--- config.mk ---
export PLATFORM = sky130hd
export DESIGN_NAME = tad_detector
export DESIGN_NICKNAME = d
export VERILOG_FILES = /design/src/rtl/tad_pkg.sv /design/src/rtl/tad_detector.sv
export VERILOG_INCLUDE_DIRS = /design/src /design/src/rtl
export SDC_FILE = /design/constraint.sdc
export NUM_CORES = 1
export LEC_CHECK = 0
export BUFFER_PORTS_ARGS = -buffer_cell sky130_fd_sc_hd__buf_2
export CAP_MARGIN = 20
export CORE_MARGIN = 2
export CORE_UTILIZATION = 60
export DETAILED_ROUTE_END_ITERATION = 7
export GPL_ROUTABILITY_DRIVEN = 0
export GPL_TIMING_DRIVEN = 0
export MAX_ROUTING_LAYER = met4
export PLACE_DENSITY = 0.82
export RECOVER_POWER = 25
export SLEW_MARGIN = 20
export SYNTH_ARGS = -nofsm -noshare
export SYNTH_HDL_FRONTEND = slang
export SYNTH_SLANG_ARGS = --single-unit
--- constraint.sdc ---
create_clock -name mclk -period 6.2 [get_ports mclk]
set_input_delay 0.62 -clock mclk [delete_from_list [all_inputs] [get_ports mclk]]
set_output_delay 0.62 -clock mclk [all_outputs]
set_load 0.05 [all_outputs]
--- src/rtl/tad_params.svh ---
// Constants of the transient event detector: addresses, bit fields, resets.
// Assumes an 8-bit register address space reached through a plain register port.
`ifndef TAD_PARAMS_SVH
`define TAD_PARAMS_SVH

`define TAD_ADDR_CFG    8'h1D
`define TAD_ADDR_SRC    8'h1E
`define TAD_ADDR_THS    8'h1F
`define TAD_ADDR_CNT    8'h20

`define TAD_CFG_BYP     0
`define TAD_CFG_XEN     1
`define TAD_CFG_ELE     4
`define TAD_CFG_W       5
`define TAD_CFG_RST     5'h00

`define TAD_THS_MSB     6
`define TAD_THS_MODE    7
`define TAD_THS_RST     8'h00
`define TAD_CNT_RST     8'h00

`define TAD_SRC_EA      6
`define TAD_SRC_RSV     7

`define TAD_AXES        3
`define TAD_DW          8
`define TAD_ZERO8       8'h00
`define TAD_ONE8        8'h01

`endif

--- src/rtl/tad_pkg.sv ---
// Types of the transient event detector: register request and axis samples.
// Assumes tad_params.svh is on the include path.
`include "tad_params.svh"

package tad_pkg;

	// One register access from the serial port front end
	typedef struct packed {
		logic                rd;
		logic                wr;
		logic [7:0]          addr;
		logic [7:0]          data;
	} tad_regreq_t;

	// Signed samples on the 8 g scale, index 0 is X, 1 is Y, 2 is Z
	typedef struct packed {
		logic [2:0][7:0]     axis;
	} tad_sample_t;

	typedef enum logic {
		TAD_DB_DEC = 1'b0,
		TAD_DB_CLR = 1'b1
	} tad_dbmode_t;

endpackage : tad_pkg

--- src/rtl/tad_detector.sv ---
// Transient acceleration event detector with its four registers.
// Assumes one sampleValid pulse per output data sample, samples signed on
// the 8 g scale at threshold resolution, and a register front end that
// issues one-cycle read and write strobes.
`timescale 1ns/1ps
`default_nettype none
`include "tad_params.svh"

// Overview of operation
// Config bit 0 picks raw samples when 1, filtered samples when 0.
// Config bits 3..1 enable Z, Y, X event flags; cleared disables axis.
// Config bit 4 latches event flags in source register until read.
// Reading source register clears all its status bits and the request.
// Latch on: first event sets axis bits; none clear before read.
// Latch on and event active set: other source bits hold until read.
// Source bit 6 is one when any axis event flag is set.
// Source bits 5, 3, 1 flag Z, Y, X threshold exceedance.
// Source bits 4, 2, 0 give triggering sign, one for negative.
// Unsigned sample magnitude must be strictly above the threshold.
// Qualified condition raises axis flag and request when enabled.
// Threshold is bits 6..0, on the 8 g scale.
// Threshold bit 7 picks decrement mode (0) or clear mode (1).
// Eight-bit count register sets consecutive matching samples needed.
// Decrement mode steps down to zero; clear mode zeroes at once.
// Debounce counter advances once per sample period.
// Debounce count register resets to zero.
// Latch off: event and sign bits follow the latest debounced result.
// Config bits 7..5 and source bit 7 are don't-care for software.
module tad_detector
	import tad_pkg::*;
(
	input  wire logic         mclk,          // 40 MHz clock
	input  wire logic         rst,           // Async reset, active high
	input  wire tad_regreq_t  regReq,        // Register read/write strobe
	output var  logic [7:0]   rdData_r,      // Read data, one cycle later
	input  wire logic         irqEnable,     // Transient request enable
	input  wire logic         sampleValid,   // One pulse per sample period
	input  wire tad_sample_t  hpfSample,     // High-pass filtered sample
	input  wire tad_sample_t  rawSample,     // Unfiltered sample
	output var  logic         transIrq_r     // Transient request, level
);

	// Register storage
	logic [`TAD_CFG_W-1:0]   cfg_r;
	logic [`TAD_DW-1:0]      ths_r;
	logic [`TAD_DW-1:0]      countCfg_r;
	logic [`TAD_AXES-1:0]    evt_r;
	logic [`TAD_AXES-1:0]    pol_r;
	logic [`TAD_AXES-1:0]    evt_nxt;
	logic [`TAD_AXES-1:0]    pol_nxt;
	logic [`TAD_DW-1:0]      dbCnt_r [`TAD_AXES];
	logic [`TAD_DW-1:0]      dbCnt_nxt [`TAD_AXES];

	// Decode
	wire logic               wrCfg;
	wire logic               wrThs;
	wire logic               wrCnt;
	wire logic               srcRd;
	wire logic [7:0]         rdMux;
	wire logic [7:0]         srcVal;

	// Configuration fields
	wire logic               filterBypass;
	wire logic               flagLatchEnable;
	wire logic [`TAD_AXES-1:0] axisDetectEnable;
	wire logic [6:0]         thresholdValue;
	wire tad_dbmode_t        debounceModeSelect;

	// Detection per axis
	wire tad_sample_t        selSample;
	wire logic [`TAD_AXES-1:0] match;
	wire logic [`TAD_AXES-1:0] qual;
	wire logic [`TAD_AXES-1:0] hit;
	wire logic [`TAD_AXES-1:0] sign;
	wire logic               eventActive;
	wire logic               frozen;
	wire logic [`TAD_AXES-1:0] baseEvt;
	wire logic [`TAD_AXES-1:0] basePol;

	assign wrCfg = regReq.wr && (regReq.addr == `TAD_ADDR_CFG);
	assign wrThs = regReq.wr && (regReq.addr == `TAD_ADDR_THS);
	assign wrCnt = regReq.wr && (regReq.addr == `TAD_ADDR_CNT);
	assign srcRd = regReq.rd && (regReq.addr == `TAD_ADDR_SRC);

	assign filterBypass     = cfg_r[`TAD_CFG_BYP];
	assign flagLatchEnable  = cfg_r[`TAD_CFG_ELE];
	assign axisDetectEnable = cfg_r[`TAD_CFG_XEN +: `TAD_AXES];
	// Seven-bit threshold
	assign thresholdValue   = ths_r[`TAD_THS_MSB:0];
	// Debounce mode bit
	assign debounceModeSelect = tad_dbmode_t'(ths_r[`TAD_THS_MODE]);

	// Detector input select
	assign selSample = filterBypass ? rawSample : hpfSample;

	genvar i;
	generate
		for (i = 0; i < `TAD_AXES; i++) begin : g_axis
			wire logic [7:0] s;
			wire logic [7:0] mag;
			wire logic       atCount;
			wire logic       atZero;

			assign s       = selSample.axis[i];
			// Two's complement magnitude; -128 gives 128 unsigned
			assign mag     = s[7] ? (`TAD_ZERO8 - s) : s;
			// Strictly above threshold
			assign match[i] = mag > {1'b0, thresholdValue};
			assign sign[i]  = s[7];
			assign atCount  = (dbCnt_r[i] >= countCfg_r);
			assign atZero   = (dbCnt_r[i] == `TAD_ZERO8);

			// Step, hold or clear
			always_comb begin
				dbCnt_nxt[i] = dbCnt_r[i];
				if (match[i]) begin
					if (!atCount) begin
						dbCnt_nxt[i] = dbCnt_r[i] + `TAD_ONE8;
					end
				end else if (debounceModeSelect == TAD_DB_CLR) begin
					dbCnt_nxt[i] = `TAD_ZERO8;
				end else if (!atZero) begin
					dbCnt_nxt[i] = dbCnt_r[i] - `TAD_ONE8;
				end
			end

			// Counter at or past programmed count
			// A count lowered below a saturated counter must still qualify
			assign qual[i] = match[i] && (dbCnt_nxt[i] >= countCfg_r);
			// Axis enable gates the flag
			assign hit[i]  = qual[i] && axisDetectEnable[i] && sampleValid;

			// One step per sample
			always_ff @(posedge mclk or posedge rst) begin
				if (rst) begin
					dbCnt_r[i] <= `TAD_ZERO8;
				end else if (sampleValid) begin
					dbCnt_r[i] <= dbCnt_nxt[i];
				end
			end

			// Event bits at odd positions
			assign srcVal[2*i+1] = evt_r[i];
			// Sign bits at even positions
			assign srcVal[2*i]   = pol_r[i];
		end
	endgenerate

	// Active when any axis flag is set
	assign eventActive = |evt_r;
	assign srcVal[`TAD_SRC_EA]  = eventActive;
	// Unused bit reads zero
	assign srcVal[`TAD_SRC_RSV] = 1'b0;

	// Read clears source bits
	assign baseEvt = srcRd ? '0 : evt_r;
	assign basePol = srcRd ? '0 : pol_r;

	// Freeze once active with latch on
	assign frozen = flagLatchEnable && eventActive && !srcRd;

	always_comb begin
		evt_nxt = baseEvt;
		pol_nxt = basePol;
		if (!flagLatchEnable) begin
			// Follow latest debounced result
			if (sampleValid) begin
				evt_nxt = hit;
				pol_nxt = hit & sign;
			end
		end else if (!frozen) begin
			// Set only, never clear before read
			// Latched until source read
			evt_nxt = baseEvt | hit;
			pol_nxt = (hit & sign) | (~hit & basePol);
		end
	end

	// Flags and request update
	always_ff @(posedge mclk or posedge rst) begin
		if (rst) begin
			evt_r      <= '0;
			pol_r      <= '0;
			transIrq_r <= 1'b0;
		end else begin
			evt_r      <= evt_nxt;
			pol_r      <= pol_nxt;
			transIrq_r <= irqEnable && (|evt_nxt);
		end
	end

	// Configuration writes
	always_ff @(posedge mclk or posedge rst) begin
		if (rst) begin
			cfg_r <= `TAD_CFG_RST;
		end else if (wrCfg) begin
			cfg_r <= regReq.data[`TAD_CFG_W-1:0];
		end
	end

	always_ff @(posedge mclk or posedge rst) begin
		if (rst) begin
			ths_r <= `TAD_THS_RST;
		end else if (wrThs) begin
			ths_r <= regReq.data;
		end
	end

	// Count register resets to zero
	always_ff @(posedge mclk or posedge rst) begin
		if (rst) begin
			countCfg_r <= `TAD_CNT_RST;
		end else if (wrCnt) begin
			countCfg_r <= regReq.data;
		end
	end

	// Read data mux; unmapped addresses read zero
	assign rdMux =
		(regReq.addr == `TAD_ADDR_CFG) ? {3'h0, cfg_r} :
		(regReq.addr == `TAD_ADDR_SRC) ? srcVal :
		(regReq.addr == `TAD_ADDR_THS) ? ths_r :
		(regReq.addr == `TAD_ADDR_CNT) ? countCfg_r :
		`TAD_ZERO8;

	always_ff @(posedge mclk or posedge rst) begin
		if (rst) begin
			rdData_r <= `TAD_ZERO8;
		end else if (regReq.rd) begin
			rdData_r <= rdMux;
		end
	end

endmodule : tad_detector
`default_nettype wire

Yosys cells after proc, flatten, opt, wreduce, memory -nomap -nowiden
Index checks and enable logic that the tools add are counted.
{ "classes": {"add_sub_neg": 9, "order_cmp": 9, "n_eq_ne": 4, "n_mux": 28, "n_bitwise": 5, "n_reduce_logical": 22} }
{ "op_table": {"columns": ["cell", "n"], "rows": [
  ["$mux W8", 19],
  ["$ge A8 B8 Y1", 6],
  ["$add A8 B1 Y8 const B", 3],
  ["$eq A8 B5 Y1 const B", 3],
  ["$gt A8 B7 Y1", 3],
  ["$logic_not A8 Y1", 3],
  ["$mux W24", 1],
  ["$mux W3", 8],
  ["$sub A1 B8 Y8 const A", 3],
  ["$sub A8 B1 Y8 const B", 3],
  ["$logic_and A1 B1 Y1", 16],
  ["$eq A8 B6 Y1 const B", 1],
  ["$and A3 B3 Y3", 2],
  ["$or A3 B3 Y3", 2],
  ["$reduce_or A3 Y1", 2],
  ["$not A3 Y3", 1],
  ["$logic_not A1 Y1", 1]
]} }
{ "word_totals": {"reg_bits": 60, "inputBits": 70, "out_inout_bits": 9, "wordCells": 87} }

Depth between registers and ports, before layout
Gate-level depths: netlist (run 1).
{ "logic_depth": {"word_depth": 14, "ltp_mapped": 26, "ltp_nobuf": 21} }

Worst setup path after synthesis (run 1)
Ideal clock, no wire load.
{ "synth_path": {"path_type": "register -> register", "startpoint": "register cfg_r[0]", "endpoint": "register transIrq_r", "setup_ps": 124, "arrival_time_ps": 5242, "required_time_ps": 6076, "path_slack_ps": 835, "path_stages_with_launch": 24, "n_path_buf": 5, "synth_period_minus_slack_ps": 5365, "cell_sequence": "dfrtp_1 -> clkbuf_8 -> buf_2 -> buf_1 -> clkbuf_1 -> mux2i_1 -> ha_1 -> nand2_1 -> o21ai_0 -> xor2_1 -> ha_1 -> a2111o_1 -> o211ai_1 -> nand3_2 -> or2_2 -> buf_4 -> o211a_1 -> nor2_1 -> ha_1 -> a2111oi_0 -> a31oi_1 -> a21oi_1 -> o22ai_1 -> o31a_1"} }
{ "synth_lines": {"columns": ["element", "line_no", "text"], "rows": [
  ["from (decl)", "tad_detector.sv:44", "logic [`TAD_CFG_W-1:0] cfg_r;"],
  ["from (signal assigned)", "tad_detector.sv:195", "cfg_r <= `TAD_CFG_RST;"],
  ["from (signal assigned)", "tad_detector.sv:197", "cfg_r <= regReq.data[`TAD_CFG_W-1:0];"],
  ["to (signal assigned)", "tad_detector.sv:188", "transIrq_r <= irqEnable && (|evt_nxt);"],
  ["to (decl)", "tad_detector.sv:40", "output var logic transIrq_r"]
]} }

==> qor.yml, run 1 <==
status: "complete, but fails checks"
violations: "max-capacitance violations, max-slew violations"
io_pins: 79
layout_commonest_cell: "ha_1"
fin_hold_ws_ns: 0.2401
hold_violations: 0
worstHoldPathType: "input port to asynchronous set/reset pin"
ys_async_sr_fraction: 1.000
post_drt_wl_per_cell_microns: 19.78
worstSetupPathType: "flop to flop"
die_w_microns: 107.8
seq_area_frac_synth: 0.2322
num_vias: 6805
cp_data_required_time_ns: 6.45
die_area_sq_mm: 0.01163
yosys.area_share.simple: 0.1967
max_cap_violations: 1
crit_fanout: 19
grt_first_pass_wirelength_microns: 32220
worstMarginPinSlew_ns: 2.979
cts_tree: "done"
antenna_found_initial: 0
grt.total_usage: 0.3608
netlist_instances: 764
slowest_delay_ns: 0.46
final_nets: 1004
coreArea_sq_mm: 0.01042
drc: 0
fillCellCount: 800
end_kind: "flop"
synth_top_family_by_area: "compound AO/OA/AOI/OAI gates"
htree_levels: 3
vdd_drop_max_mv: 0.2292
period_share: 0.9490
io_buffers: 77
fp.dieH_microns: 107.8
grt_max_degree: 52
cts_root_buf: "clkbuf_8"
layout-drive-gt1-share: 0.1774
cp_cell_sequence: "clkbuf_8 > buf_2 > clkbuf_2 > mux2i_1 > ha_1 > nand2_1 > o21ai_0 > xor2_1 > ha_1 > a2111o_1 > o211ai_1 > buf_4 > nand3_2 > or2_2 > buf_4 > o211a_1 > nor2_1 > ha_1 > a2111oi_0 > a31oi_1 > a21oi_1 > o22ai_1 > o31a_1"
ys.flop_type: "dfrtp_1"
cts_buffers: 9
p_per_area_mw_per_mm2: 360.5
layout_common_cells: "ha_1, buf_2, nand2_1"
crit_buf_inv: 5
synth-compound-area-share: 0.2614
setup_slack_ns: 0.3161
drt_iter0_markers: 711
clock_skew_ns: 0.009405
max_slew_margin: -0.9857
route.antenna.remaining_nets: 0
grt_pass1_vias: 6759
viasPerCell: 6.853
wirelength_microns: 19650
finalSetupTns_ns: 0
area_growth_pct: 12.36
ctsHoldBuffers: 0
setup_viol: 0
synthAdderAreaFrac: 0.1567
synth_edf_count: 0
p_leak_nw: 3.152
syn_area_per_cell_sq_um: 8.465
dr.pass1.iters: 5
rsz0062_at_grt: "false"
cp-start-kind: "flop"
rows: 37
drv_slew: 52
insertion_delay_ns: 0.36
dp_hpwl_microns: 14970
timing.fmax_mhz: 170.0
cts_buffer_depth: 2
clk_pin_slew_worst_paths_ns: 0.07
period_needed_ns: 5.884
post-place-ws_ns: -0.1890
synth_nets: 915
synthMuxAreaShare: 0.08222
arrival_ns: 6.13
grt-ovfl-total: 0
initial_core_util: 0.6209
synthXorXnorAreaFrac: 0.02979
path_common_cell: "ha_1"
cts.sinks: 60
critPathSlowestCell: "a2111oi_0"
synth.ff_latch_count: 60
diodes: 0
ys_warn_count: 0
critical_path.top_delay_family: "compound AO/OA/AOI/OAI gates"
ys_types: 83
syn_area_sq_mm: 0.006467
==> synthesized netlist by cell type (all sizes together) (3+ instances only) <==
cell type | instances | area share
xnor2 | 12 | 0.016
nand2b | 11 | 0.011
nand2 | 63 | 0.037
a22oi | 9 | 0.010
nand4 | 8 | 0.0077
or3 | 5 | 0.0058
o21a | 5 | 0.0058
a21o | 11 | 0.013
o22ai | 8 | 0.0077
xor2 | 10 | 0.014
nand3b | 3 | 0.0035
o211ai | 8 | 0.0093
o221ai | 3 | 0.0041
inv | 29 | 0.017
nor2 | 55 | 0.032
nor4b | 3 | 0.0050
o21ai | 44 | 0.035
o31ai | 6 | 0.0077
ha | 81 | 0.16
nor3 | 22 | 0.019
a2111oi | 5 | 0.0077
o31a | 3 | 0.0041
nand3 | 26 | 0.021
a31oi | 14 | 0.014
o22a | 5 | 0.0070
clkbuf | 22 | 0.014
buf | 10 | 0.0093
a21oi | 50 | 0.040
o32ai | 8 | 0.012
nor2b | 6 | 0.0058
a32oi | 6 | 0.0081
a221oi | 15 | 0.020
o32a | 4 | 0.0062
and4 | 4 | 0.0054
a22o | 5 | 0.0068
nor4 | 6 | 0.0058
and2 | 20 | 0.020
and3 | 9 | 0.0089
a211oi | 12 | 0.014
mux2i | 25 | 0.039
mux2 | 25 | 0.044
dfrtp | 60 | 0.23
==> state kept, by name, indices dropped and copies added, names as in the netlist <==
register,cells
pol_r,3
rdData_r,8
dbCnt_r,24
evt_r,3
cfg_r,5
ths_r,8
countCfg_r,8
transIrq_r,1
==> where the power goes <==
part	internal (W)	switching [W]
Sequential	0.000474	0.000136
Combinational	0.000660	0.000964
Clock	0.000216	0.000169
==> layout make-up <==
type | instances | area [sq um] | share of cell area
buffer | 31 | 151.4 | 0.02083
timing repair buffer | 79 | 396.6 | 0.05458
clock buffer | 12 | 165.2 | 0.02273
multi-input combinational | 642 | 4723 | 0.6500
clock inverter | 3 | 45.04 | 0.006198
tap | 136 | 170.2 | 0.02342
sequential | 60 | 1501 | 0.2066
inverter | 30 | 113.9 | 0.01567
==> path summary, 6_finish.rpt <==
kind / from / end / slack (ns) / cells past startpoint
setup / recovery: cfg_r[0] / transIrq_r / 0.32 / 23
hold / removal: rst / rdData_r[0] / 0.24 / 2
setup reg to reg: cfg_r[0] / transIrq_r / 0.32 / 23
hold reg to reg: rdData_r[3] / rdData_r[3] / 0.53 / 2
max in group asynchronous: rst / dbCnt_r[8] / 2.82 / 3
min in group mclk: irqEnable / transIrq_r / 0.50 / 2
==> cells by family (layout without fill, tap and decap cells) <==
kind of cell,after synthesis,in the layout
AOI/OAI and AO/OA,240,240
muxes,50,50
and+or+nand+nor,249,249
adders and majority gates,81,81
xor gates and xnor gates,22,22
DFF,60,60
buffers and inverters,62,155
==> through the flow <==
stage,instances,instance area (sq um),power (W),util
2_1_floorplan,764,6467,0.001772,-
6_report,993,7267,0.002619,0.6977
3_3_place_gp,977,7023,0.002071,0.6742
5_1_grt,993,7267,0.002835,0.6977
3_5_place_dp,978,7053,0.002170,0.6771
4_1_cts,992,7261,0.002569,0.6971
==> worst register-to-register path, stage by stage (launching register included) <==
cell	delay [ns]
dfrtp_1	0.35
clkbuf_8	0.16
buf_2	0.35
clkbuf_2	0.32
mux2i_1	0.28
ha_1	0.21
nand2_1	0.07
o21ai_0	0.21
xor2_1	0.18
ha_1	0.28
a2111o_1	0.41
o211ai_1	0.18
buf_4	0.17
nand3_2	0.14
or2_2	0.32
buf_4	0.17
o211a_1	0.25
nor2_1	0.15
ha_1	0.28
a2111oi_0	0.47
a31oi_1	0.21
a21oi_1	0.19
o22ai_1	0.13
o31a_1	0.29
==> per-layer routing <==
| layer | track usage | routed length, microns | up-vias |
|---|---|---|---|
| met4 | 0.1612 | 805 | 0 |
| met3 | 0.05508 | 1806 | 96 |
| met2 | 0.5948 | 9223 | 399 |
| met5 | - | 0 | - |
| li1 | - | - | 3107 |
| met1 | 0.4378 | 7810 | 3203 |
==> timing repair <==
action,in CTS,in global routing
gates resized for setup,1,5
buffers inserted,0,1
pin swaps,0,1
endpoints found under the setup margin,2,4
No activity file was read; power rests on OpenSTA's default activity.
==> run 2: changes to the inputs <==
==> constraint.sdc (replaced) <==
create_clock -name mclk -period 6.2 [get_ports mclk]
set_input_delay 0.31 -clock mclk [delete_from_list [all_inputs] [get_ports mclk]]
set_output_delay 0.31 -clock mclk [all_outputs]
set_load 0.05 [all_outputs]
==> run 2 against run 1 <==
  * The run still ends with max-capacitance violations, max-slew violations left
  * Clock skew hardly changed
  * Combinational power about the same
  * Clock-buffer cell count stayed put
  * Register-to-register slack about the same
  * Sequential power about the same
  * Sequential share of layout area about the same
  * Wire length about the same
  * Global-route usage unchanged
  * Via count is 0.37% higher
  * Clock power barely moved
==> qor.yml, run 2 (synthesis results as in run 1) <==
status: "complete, but fails checks"
violations: "max-capacitance violations, max-slew violations"
post_drt_wl_per_cell_microns: 19.77
hold_violations: 0
htree_levels: 3
route.antenna.remaining_nets: 0
fp.dieH_microns: 107.8
worstMarginPinSlew_ns: 2.988
grt.total_usage: 0.3608
timing.fmax_mhz: 169.8
cts_buffer_depth: 2
die_w_microns: 107.8
rows: 37
drc: 0
wirelength_microns: 19650
io_pins: 79
die_area_sq_mm: 0.01163
p_per_area_mw_per_mm2: 359.6
coreArea_sq_mm: 0.01042
worstHoldPathType: "input port to flop"
layout_commonest_cell: "ha_1"
diodes: 0
period_share: 0.9502
worstSetupPathType: "flop to flop"
rsz0062_at_grt: "false"
p_total_w: 0.002617
final_nets: 1005
layout-drive-gt1-share: 0.1772
insertion_delay_ns: 0.36
max_slew_margin: -0.9918
initial_core_util: 0.6209
dp_hpwl_microns: 14970
cp_data_required_time_ns: 6.45
area_growth_pct: 12.52
antenna_found_initial: 0
cts_tree: "done"
drv_slew: 52
finalSetupTns_ns: 0
crit_fanout: 19
seqCellArea_sq_mm: 0.001501
fillCellCount: 799
drt_iter0_markers: 696
viasPerCell: 6.871
p_leak_nw: 3.156
layout_common_cells: "ha_1, buf_2, nand2_1"
dr.pass1.iters: 6
end_kind: "flop"
num_vias: 6830
multiInputGateArea_sq_mm: 0.004723
clk_pin_slew_worst_paths_ns: 0.07
grt_first_pass_wirelength_microns: 32220
cts_root_buf: "clkbuf_8"
cts_buffers: 9
arrival_ns: 6.14
period_needed_ns: 5.891
max_cap_violations: 1
top_register: "dbCnt_r"
setup_viol: 0
grt_pass1_vias: 6759
io_buffers: 77
largest_register_ffs: 24
ff2ff_setup_slack_ns: 0.31
clock_skew_ns: 0.009393
vdd_drop_max_mv: 0.2285
cts.sinks: 60
cp-start-kind: "flop"
grt_max_degree: 52
grt-ovfl-total: 0
-- run 2: cell types whose count changed in the layout (fill, tap and decap cells not counted), sizes merged --
cell	delta
dlygate4sd3	+1
-- run 2: where the power goes --
group,leakage [nW],internal [W],switching (W)
logic,2.27,0.000660,0.000963
clock network,0.101,0.000216,0.000168
registers,0.790,0.000474,0.000135
total,3.16,0.00135,0.00127
-- run 2: path summary, 6_finish.rpt --
check                            start     endpoint  cells after the start
min in group asynchronous          rst  rdData_r[0]                      3
min reg2reg                rdData_r[3]  rdData_r[3]                      2
min                          irqEnable   transIrq_r                      2
max reg2reg                   cfg_r[0]   transIrq_r                     23
max in group asynchronous          rst     pol_r[0]                      4
max                           cfg_r[0]   transIrq_r                     23
-- run 2: layout make-up --
type / instances / share of cell area
flip-flops and latches: 60 / 0.2063
multi-input cells: 642 / 0.6491
plain buffers: 31 / 0.02080
clock inverters: 3 / 0.006190
well taps: 136 / 0.02338
inverters: 30 / 0.01565
repair buffers: 80 / 0.05588
clock buffers: 12 / 0.02270
-- run 2: critical path, cell delays in order, from the launching register on --
cell and delay, ns:
dfrtp_1 0.35, clkbuf_8 0.16, buf_2 0.35, clkbuf_2 0.32, mux2i_1 0.28, ha_1 0.20
nand2_1 0.07, o21ai_0 0.21, xor2_1 0.18, ha_1 0.28, a2111o_1 0.41, o211ai_1 0.18
buf_4 0.16, nand3_2 0.14, or2_2 0.32, buf_4 0.17, o211a_1 0.25, nor2_1 0.15
ha_1 0.28, a2111oi_0 0.47, a31oi_1 0.21, a21oi_1 0.19, o22ai_1 0.13, o31a_1 0.29
-- run 2: layer usage --
layer,wire (microns),share of wire,vias to the layer above,GRT usage
met5,0,0,-,-
met4,690,0.035,0,0.1612
met3,1754,0.089,80,0.05508
met2,9303,0.47,404,0.5948
met1,7905,0.40,3237,0.4378
li1,-,-,3109,-
-- run 2: metrics by stage --
step                      cell area, sq um  setup WS (ns)  instances    util  hold slack (ns)
final                                 7277         0.3090        994  0.6986           0.1938
after global routing                  7277       0.006511        994  0.6986           0.1928
after CTS                             7271         0.2598        993  0.6980           0.1880
after detailed placement              7053        -0.1890        978  0.6771           0.2234
after global placement                7023        -0.1370        977  0.6742           0.5113
after floorplan                       6467         0.8346        764       -           0.4325
-- run 2: what timing repair did --
action / in CTS / in global routing
setup buffers: 0 / 1
pin swaps: 0 / 1
endpoints found under the hold margin: 9 / 0
hold buffers: 1 / 0
setup endpoints to repair: 2 / 4
resized for setup: 1 / 5
